`config.mk`:
```
export PLATFORM = sky130hd
export DESIGN_NAME = suspend_pin_ctrl
export DESIGN_NICKNAME = d
export VERILOG_FILES = /design/src/core/suspend_pin_pkg.sv /design/src/core/pin_drive_if.sv /design/src/core/suspend_pin_ctrl.sv /design/src/core/pin_mux.sv
export SDC_FILE = /design/constraint.sdc
export NUM_CORES = 1
export LEC_CHECK = 0
export BUFFER_PORTS_ARGS = -buffer_cell sky130_fd_sc_hd__clkbuf_2
export CAP_MARGIN = 20
export CORE_MARGIN = 2
export CORE_UTILIZATION = 33
export DETAILED_ROUTE_END_ITERATION = 6
export PLACE_DENSITY_LB_ADDON = 0.15
export SKIP_LAST_GASP = 1
export SLEW_MARGIN = 20
export SYNTH_ARGS = -nofsm -noshare
export SYNTH_HDL_FRONTEND = slang
export SYNTH_SLANG_ARGS = --single-unit
```
`constraint.sdc`:
```
create_clock -name core_clk -period 1.25 [get_ports core_clk]
set_input_delay 0.375 -clock core_clk [delete_from_list [all_inputs] [get_ports core_clk]]
set_output_delay 0.375 -clock core_clk [all_outputs]
set_load 0.02 [all_outputs]
```
`src/core/suspend_pin_pkg.sv`:
```
// Package for the suspend indicator and pin function block.
// Assumes a single 40 MHz core clock and active-low asynchronous reset.
package suspend_pin_pkg;
  // ----------------------------------------------------------------
  // Pin modes
  // ----------------------------------------------------------------
  localparam logic MODE_GPIO  = 1'b0;
  localparam logic MODE_MODEM = 1'b1;
  localparam logic MODE_RESET = MODE_GPIO;
  // Sleep polarity: 0 active-low (default), 1 active-high
  localparam logic POL_RESET  = 1'b0;
  localparam int   NUM_IF     = 2;
  localparam int   IF_ENH     = 0;
  localparam int   IF_STD     = 1;
  localparam int   NUM_USER   = 2;

  // ----------------------------------------------------------------
  // Power state
  // ----------------------------------------------------------------
  typedef enum logic [1:0] {
    ST_UNCONFIGURED,
    ST_ACTIVE,
    ST_SUSPENDED
  } power_state_t;
endpackage

```
`src/core/pin_drive_if.sv`:
```
// Interface carrying one pin's drive and read values between modules.
// Assumes the top module resolves these onto the real pin ports.
interface pin_drive_if;
  logic out_val;
  logic out_en;
  logic open_drain;
  logic in_val;
  // The mux owns all four, including the read value it passes through
  modport src (output out_val, output out_en, output open_drain,
               output in_val);
  modport dst (input out_val, input out_en, input open_drain,
               input in_val);
endinterface

```
`src/core/suspend_pin_ctrl.sv`:
```
// Suspend indicator and pin function selection for two serial ports.
// Assumes USB events arrive as one-cycle pulses on core_clk and the
// one-time configuration is stable ports.
// Functional notes
// - Enter suspended state when bus suspend signalling is detected once configured.
// - On suspend assert sleep output only on interfaces in user mode.
// - After reset keep sleep asserted until enumeration configures device.
// - Sleep polarity is active-low unless configuration selects high.
// - Leave suspend on resume seen or sent, bus reset, or reset.
// - Deassert sleep output on resume; after a bus reset it stays asserted until configured.
// - Sleep output driver disabled during device reset; weak pull up.
// - While suspended apply configured level and drive type to output-enabled pins.
// - Clear-to-send inputs are active-low; low permits transmission.
// - Request-to-send outputs are driven active-low.
// - Enhanced modem mode: terminal-ready out, set-ready and carrier in low.
// - Enhanced modem mode: ring-indicator input on sleep pin, active-low.
// - User mode: terminal/set-ready pins become configurable user pins.
// - User mode: carrier-detect pin has no function.
// - Both interfaces default to user pin mode out of reset.
module suspend_pin_ctrl
(
  input  wire logic                core_clk,
  input  wire logic                rst_n,
  input  wire logic                usb_suspend_det,
  input  wire logic                usb_resume_det,
  input  wire logic                usb_resume_gen,
  input  wire logic                usb_bus_reset,
  input  wire logic                usb_configured,
  input  wire logic                cfg_valid,
  input  wire logic                cfg_enh_modem,
  input  wire logic                cfg_std_modem,
  input  wire logic                cfg_sleep_active_high,
  input  wire logic [1:0]          cfg_susp_level,
  input  wire logic [1:0]          cfg_susp_od,
  input  wire logic [1:0]          user_out,
  input  wire logic [1:0]          user_oe,
  input  wire logic [1:0]          user_od,
  output logic      [1:0]          user_in,
  input  wire logic                enh_rts_req,
  input  wire logic                std_rts_req,
  input  wire logic                enh_dtr_req,
  input  wire logic                enh_clear_to_send_n,
  input  wire logic                std_clear_to_send_n,
  output logic                     enh_cts_ok,
  output logic                     std_cts_ok,
  output logic                     enh_request_to_send_n,
  output logic                     std_request_to_send_n,
  input  wire logic                enh_pin0_in,
  output logic                     enh_pin0_out,
  output logic                     enh_pin0_oe,
  input  wire logic                enh_pin1_in,
  output logic                     enh_pin1_out,
  output logic                     enh_pin1_oe,
  input  wire logic                enh_carrier_detect_n,
  output logic                     enh_dsr_active,
  output logic                     enh_dcd_active,
  input  wire logic                enh_sleep_pin_in,
  output logic                     enh_sleep_out,
  output logic                     enh_sleep_oe,
  output logic                     std_sleep_out,
  output logic                     std_sleep_oe,
  output logic                     enh_ri_active,
  output logic                     suspended
);
  // ----------------------------------------------------------------
  // Configuration capture
  // ----------------------------------------------------------------
  // One-time settings are latched once valid; later changes ignored.
  logic       cfg_done_q, cfg_done_d;
  logic [1:0] mode_q, mode_d;
  logic       pol_q, pol_d;
  always_comb
  begin
    cfg_done_d = cfg_done_q;
    mode_d     = mode_q;
    pol_d      = pol_q;
    if (cfg_valid && !cfg_done_q)
    begin
      cfg_done_d = 1'b1;
      mode_d[suspend_pin_pkg::IF_ENH] = cfg_enh_modem;
      mode_d[suspend_pin_pkg::IF_STD] = cfg_std_modem;
      pol_d      = cfg_sleep_active_high;
    end
  end
  always_ff @(posedge core_clk or negedge rst_n)
  begin
    if (!rst_n)
    begin
      cfg_done_q <= 1'b0;
      mode_q     <= {suspend_pin_pkg::NUM_IF{suspend_pin_pkg::MODE_RESET}};
      pol_q      <= suspend_pin_pkg::POL_RESET;
    end
    else
    begin
      cfg_done_q <= cfg_done_d;
      mode_q     <= mode_d;
      pol_q      <= pol_d;
    end
  end

  // ----------------------------------------------------------------
  // Power state
  // ----------------------------------------------------------------
  suspend_pin_pkg::power_state_t st_q, st_d;
  always_comb
  begin
    st_d = st_q;
    unique case (st_q)
      suspend_pin_pkg::ST_UNCONFIGURED:
        if (usb_configured)
          st_d = suspend_pin_pkg::ST_ACTIVE;
      suspend_pin_pkg::ST_ACTIVE:
        if (usb_suspend_det)
          st_d = suspend_pin_pkg::ST_SUSPENDED;
      suspend_pin_pkg::ST_SUSPENDED:
        // Bus reset drops back to unconfigured so re-enumeration holds sleep
        if (usb_bus_reset)
          st_d = suspend_pin_pkg::ST_UNCONFIGURED;
        else if (usb_resume_det || usb_resume_gen)
          st_d = suspend_pin_pkg::ST_ACTIVE;
      default:
        st_d = suspend_pin_pkg::ST_UNCONFIGURED;
    endcase
  end
  always_ff @(posedge core_clk or negedge rst_n)
  begin
    if (!rst_n)
      st_q <= suspend_pin_pkg::ST_UNCONFIGURED;
    else
      st_q <= st_d;
  end

  logic susp_now;
  logic sleep_assert;
  assign susp_now     = (st_q == suspend_pin_pkg::ST_SUSPENDED);
  assign sleep_assert = (st_q != suspend_pin_pkg::ST_ACTIVE);
  assign suspended    = susp_now;

  // ----------------------------------------------------------------
  // Sleep indicator outputs (registered)
  // ----------------------------------------------------------------
  logic [1:0] sleep_val_q, sleep_val_d;
  logic [1:0] sleep_oe_q, sleep_oe_d;
  always_comb
  begin
    for (int i = 0; i < suspend_pin_pkg::NUM_IF; i++)
    begin
      // Only user-mode interfaces own the pin for the indicator.
      // Next mode and polarity are used so a modem-mode ring input is
      // never driven for a cycle right after the settings are captured.
      sleep_oe_d[i]  = (mode_d[i] == suspend_pin_pkg::MODE_GPIO);
      sleep_val_d[i] = sleep_assert ~^ pol_d;
    end
  end
  always_ff @(posedge core_clk or negedge rst_n)
  begin
    if (!rst_n)
    begin
      sleep_oe_q  <= '0;
      sleep_val_q <= '1;
    end
    else
    begin
      sleep_oe_q  <= sleep_oe_d;
      sleep_val_q <= sleep_val_d;
    end
  end
  // Pad keeps its weak pull-up while the enable is low
  assign enh_sleep_out = sleep_val_q[suspend_pin_pkg::IF_ENH];
  assign enh_sleep_oe  = sleep_oe_q[suspend_pin_pkg::IF_ENH];
  assign std_sleep_out = sleep_val_q[suspend_pin_pkg::IF_STD];
  assign std_sleep_oe  = sleep_oe_q[suspend_pin_pkg::IF_STD];

  // ----------------------------------------------------------------
  // Handshake and modem inputs (active low)
  // ----------------------------------------------------------------
  logic enh_modem;
  assign enh_modem  = (mode_q[suspend_pin_pkg::IF_ENH] == suspend_pin_pkg::MODE_MODEM);
  assign enh_cts_ok = !enh_clear_to_send_n;
  assign std_cts_ok = !std_clear_to_send_n;
  assign enh_dsr_active = enh_modem && !enh_pin1_in;
  assign enh_dcd_active = enh_modem && !enh_carrier_detect_n;
  assign enh_ri_active  = enh_modem && !enh_sleep_pin_in;

  // RTS registered so the pin is glitch free
  logic [1:0] rts_n_q, rts_n_d;
  always_comb
  begin
    rts_n_d = {!std_rts_req, !enh_rts_req};
  end
  always_ff @(posedge core_clk or negedge rst_n)
  begin
    if (!rst_n)
      rts_n_q <= '1;
    else
      rts_n_q <= rts_n_d;
  end
  assign enh_request_to_send_n = rts_n_q[0];
  assign std_request_to_send_n = rts_n_q[1];

  // ----------------------------------------------------------------
  // Shared user pins
  // ----------------------------------------------------------------
  pin_drive_if pin0_if ();
  pin_drive_if pin1_if ();

  // Pin0 is terminal-ready (output, active low) in modem mode
  pin_mux u_pin0
  (
    .mode_modem (enh_modem),
    .modem_out  (!enh_dtr_req),
    .modem_oe   (1'b1),
    .user_out   (user_out[0]),
    .user_oe    (user_oe[0]),
    .user_od    (user_od[0]),
    .susp_apply (susp_now),
    .susp_level (cfg_susp_level[0]),
    .susp_od    (cfg_susp_od[0]),
    .pin_in     (enh_pin0_in),
    .pin        (pin0_if)
  );
  // Pin1 is set-ready input in modem mode, so never driven there
  pin_mux u_pin1
  (
    .mode_modem (enh_modem),
    .modem_out  (1'b1),
    .modem_oe   (1'b0),
    .user_out   (user_out[1]),
    .user_oe    (user_oe[1]),
    .user_od    (user_od[1]),
    .susp_apply (susp_now),
    .susp_level (cfg_susp_level[1]),
    .susp_od    (cfg_susp_od[1]),
    .pin_in     (enh_pin1_in),
    .pin        (pin1_if)
  );
  assign enh_pin0_out = pin0_if.out_val;
  assign enh_pin0_oe  = pin0_if.out_en;
  assign enh_pin1_out = pin1_if.out_val;
  assign enh_pin1_oe  = pin1_if.out_en;
  // User inputs read zero in modem mode
  assign user_in = enh_modem ? 2'h0 : {pin1_if.in_val, pin0_if.in_val};
endmodule

```
`src/core/pin_mux.sv`:
```
// Per-pin function multiplexer: modem function or user function,
// with suspend override. Assumes inputs synchronous to core_clk.
module pin_mux
(
  input  wire logic    mode_modem,
  input  wire logic    modem_out,
  input  wire logic    modem_oe,
  input  wire logic    user_out,
  input  wire logic    user_oe,
  input  wire logic    user_od,
  input  wire logic    susp_apply,
  input  wire logic    susp_level,
  input  wire logic    susp_od,
  input  wire logic    pin_in,
  pin_drive_if.src     pin
);
  // ----------------------------------------------------------------
  // Mux
  // ----------------------------------------------------------------
  logic val;
  logic oe;
  logic od;
  always_comb
  begin
    if (mode_modem)
    begin
      val = modem_out;
      oe  = modem_oe;
      od  = 1'b0;
    end
    else
    begin
      val = user_out;
      oe  = user_oe;
      od  = user_od;
    end
    if (susp_apply && oe)
    begin
      val = susp_level;
      od  = susp_od;
    end
    // Open drain only drives low; high comes from the pull-up
    if (od && val)
      oe = 1'b0;
  end
  assign pin.out_val    = val;
  assign pin.out_en     = oe;
  assign pin.open_drain = od;
  assign pin.in_val     = pin_in;
endmodule

```
==> impl_metrics.csv <==
group,metric,value,unit
global_route,grt_max_degree,12,
placed_design,placed_cell_area,900,um2
cts,cts-root-buf,"clkbuf_4",
worst_setup_path,crit_path_top_delay_cell,"dfrtp_1",
drt,wirelength,1370,um
drt,post_drt_wl_per_cell,10.0,um
finish,multi_input_area,297,um2
worst_setup_path,cp-start-kind,"flip-flop",
finish,final_cell_area,0.00113,mm2
cts,tritoncts,"done",
cts,clockBufferDepth,2,
worst_setup_path,r2r-end,"sleep_oe_q[0]",
finish,layout_commonest_cell,"clkbuf_2",
worst_setup_path,critPathTopFamily,"flip-flops",
sta,setup-tns-final,-4.27,ns
synth,synthCells,55,
pwr,p_clk_share,15.9,%
pwr,power.density_cell_area,1380,mW/mm2
worst_setup_path,crit_buf_inv,2,
sta,final_hold_viol_count,0,
worst_setup_path,worstPathMaxFanout,8,
worst_setup_path,r2r_cells,8,
worst_setup_path,critPathLaunch,"st_q[1]",
pwr,sequentialPowerShare,31.8,%
outcome,status,"complete, but fails checks",
synth,synth_seq_cells,11,
synth,synth_simple_gate_area_share,20.7,%
worst_setup_path,reg2reg_from,"mode_q[0]",
drt,drt_iter0_drc,6,
drt,ant_nets,0,
worst_setup_path,crit_path_end,"enh_pin0_out",
die,start_util,34.3,%
drt,vias,615,
global_route,grt_pass1_wl,1970,um
sta,tightest_slew,0.419,ns
sta,slew-limit-headroom,71.9,%
drt,viasPerCell,4.49,
worst_setup_path,critPathMaxStageDelay,0.38,ns
pwr,ir_drop,0.00111,V
synth,ys_types,27,
cts,h-tree-depth,1,
worst_setup_path,worstPathCellList,"nor2b_4 > buf_4 > and3b_2 > a211oi_4 > clkbuf_8",
pwr,sw_frac_of_total,34.3,%
synth,synth_compound_area_share,16.4,%
sta,drv_slew,0,
synth,ys.warnings.count,0,
sta,period_needed,1.85,ns
placed_design,place_inst,126,
global_route,grt_overflow_total,0,
die,die_w,45.9,um
sta,setup_viol,16,
worst_setup_path,critPathKind,"flip-flop to primary output",
synth,synth_area_per_cell,10.5,um2
die,design.core.area,0.00169,mm2
pwr,p_int,1.02,mW
cts,cts.sinks,11,
synth,post_synth_xor_area_fraction,1.51,%
sta,fin_crit_sh,148,%
sta,rsz0062_at_grt,"yes",
finish,fill_cells,146,
synth,syn_nets,85,
finish,drive_gt1_share,70.8,%
global_route,grt_pass1_vias,500,
synth,synthAdderAreaFrac,0,%
worst_setup_path,worstSetupPathDepth,5,
pwr,p_leak,0.587,nW
worst_setup_path,endpoint_kind,"primary output",
hold_path,hold_path.class,"input pin to flip-flop",
die,die-area,0.00211,mm2
die,die_h,45.9,um
cts,clk_pin_slew,0.07,ns
die,rows,15,
placed_design,gp_congestion,0.660,
sta,fmax,0.542,GHz
pwr,p_sw,533,uW
finish,layout_common_cells,"clkbuf_2, buf_4, dfrtp_1, buf_6, inv_1",
worst_setup_path,worstPathArrival,1.47,ns
sta,clock_skew,0.00120,ns
worst_setup_path,crit_required,0.88,ns
worst_setup_path,rrSetupSlack,-0.08,ns
finish,seq_area,280,um2
drt,route.detailed.drc,0,
sta,fin_ws,-0.596,ns
global_route,antenna_found_initial,0,
synth,synth_top_family_by_area,"simple AND/OR/NAND/NOR gates",
die,ioPinCount,48,
finish,area_growth,94.4,%
global_route,grtUsageTotal,13.6,%
placed_design,place_ws,-0.352,ns
finish,fin_cells,137,
pwr,power_frac_comb,52.3,%
synth,synth_mux_area_share,5.40,%
cts,insertion_delay,0.27,ns
synth,yosysSeqAreaShare,48.2,%
synth,mappedNetlistArea,579,um2
placed_design,port_buffers,47,
placed_design,post-dp-hpwl,1110,um
drt,first_pass_iters,3,
job,maxCapViolCount,0,
finish,antenna_cells,0,
outcome,violations,"negative setup slack",
cts,cts_buffers,3,
finish,nets,151,
registers in the layout (all words and copies together), names as in the netlist:
| signal | count |
|---|---|
| mode_q | 2 |
| rts_n_q | 2 |
| sleep_oe_q | 2 |
| st_q | 2 |
| cfg_done_q | 1 |
| pol_q | 1 |
| sleep_val_q | 1 |
power groups by stage:
| stage | combinational [mW] | clock [mW] | sequential [mW] |
|---|---|---|---|
| 3_5_place_dp | 0.607 | 0 | 0.485 |
| 2_1_floorplan | 0.336 | 0 | 0.529 |
| 6_report | 0.813 | 0.247 | 0.494 |
| 3_3_place_gp | 0.602 | 0 | 0.481 |
| 4_1_cts | 0.732 | 0.256 | 0.485 |
| 5_1_grt | 0.873 | 0.276 | 0.504 |
synthesized netlist by cell type (all sizes together):
library cell / n / share of area, %
dfrtp: 8 / 35
inv: 7 / 4.5
nor2: 5 / 3.2
nand2: 4 / 2.6
nor2b: 4 / 6.9
dfstp: 3 / 14
o21ai: 3 / 2.6
a211oi: 2 / 3.5
and2b: 2 / 3.0
buf: 2 / 3.2
mux2i: 2 / 3.5
a21boi: 1 / 1.3
a21o: 1 / 1.3
a21oi: 1 / 0.86
a311o: 1 / 1.9
a32oi: 1 / 1.5
and3b: 1 / 1.7
mux2: 1 / 1.9
nand3: 1 / 0.86
nor3b: 1 / 1.3
o2111a: 1 / 1.9
o31a: 1 / 1.5
or2: 1 / 1.1
xor2: 1 / 1.5
worst min-delay path by stage:
stage                      startpoint         end  slack, ns  cells after the start
after global routing      std_rts_req  rts_n_q[1]       0.19                      2
after detailed placement        rst_n     st_q[0]       0.26                      1
after floorplan                 rst_n  cfg_done_q       0.08                      0
after CTS                 std_rts_req  rts_n_q[1]       0.19                      2
final                     std_rts_req  rts_n_q[1]       0.20                      2
after global placement          rst_n   mode_q[1]       0.26                      1
what timing repair did:
action,in CTS,in global routing
pin swaps,5,0
buffers inserted,2,4
hold buffers,1,0
endpoints found under the hold margin,8,0
cloned,0,0
resized for setup,24,26
setup endpoints to repair,14,14
per-stage QoR:
stage,power (mW),util (%),hold slack (ns)
after floorplan,0.865,-,0.0794
after global placement,1.08,53.3,0.260
after detailed placement,1.09,53.3,0.261
after CTS,1.47,61.3,0.187
after global routing,1.65,66.7,0.194
final,1.55,66.7,0.197
logic make-up (layout without fill, tap and decap cells):
group / count (synthesis) / in the layout
buffers and inverters: 9 / 74
AND/OR/NAND/NOR: 19 / 19
AO/OA/AOI/OAI: 12 / 12
flip-flops: 11 / 11
multiplexers: 3 / 3
XOR/XNOR: 1 / 1
per-layer routing:
layer  global-route usage, %  part of all wire (%)
met1                    14.8                    41
met2                    22.8                    50
met3                    5.16                   7.1
met4                    6.86                   1.7
met5                       0                     0
cell type report:
cell class                 count  share of cell area (%)
clock buffer                   3                    2.00
clock inverter                 1                   0.444
sequential                    11                    24.9
tap                           17                    1.89
timing repair buffer          63                    41.4
inverter                       7                    3.00
multi-input combinational     35                    26.3
Power figures use the tool's default switching activity.
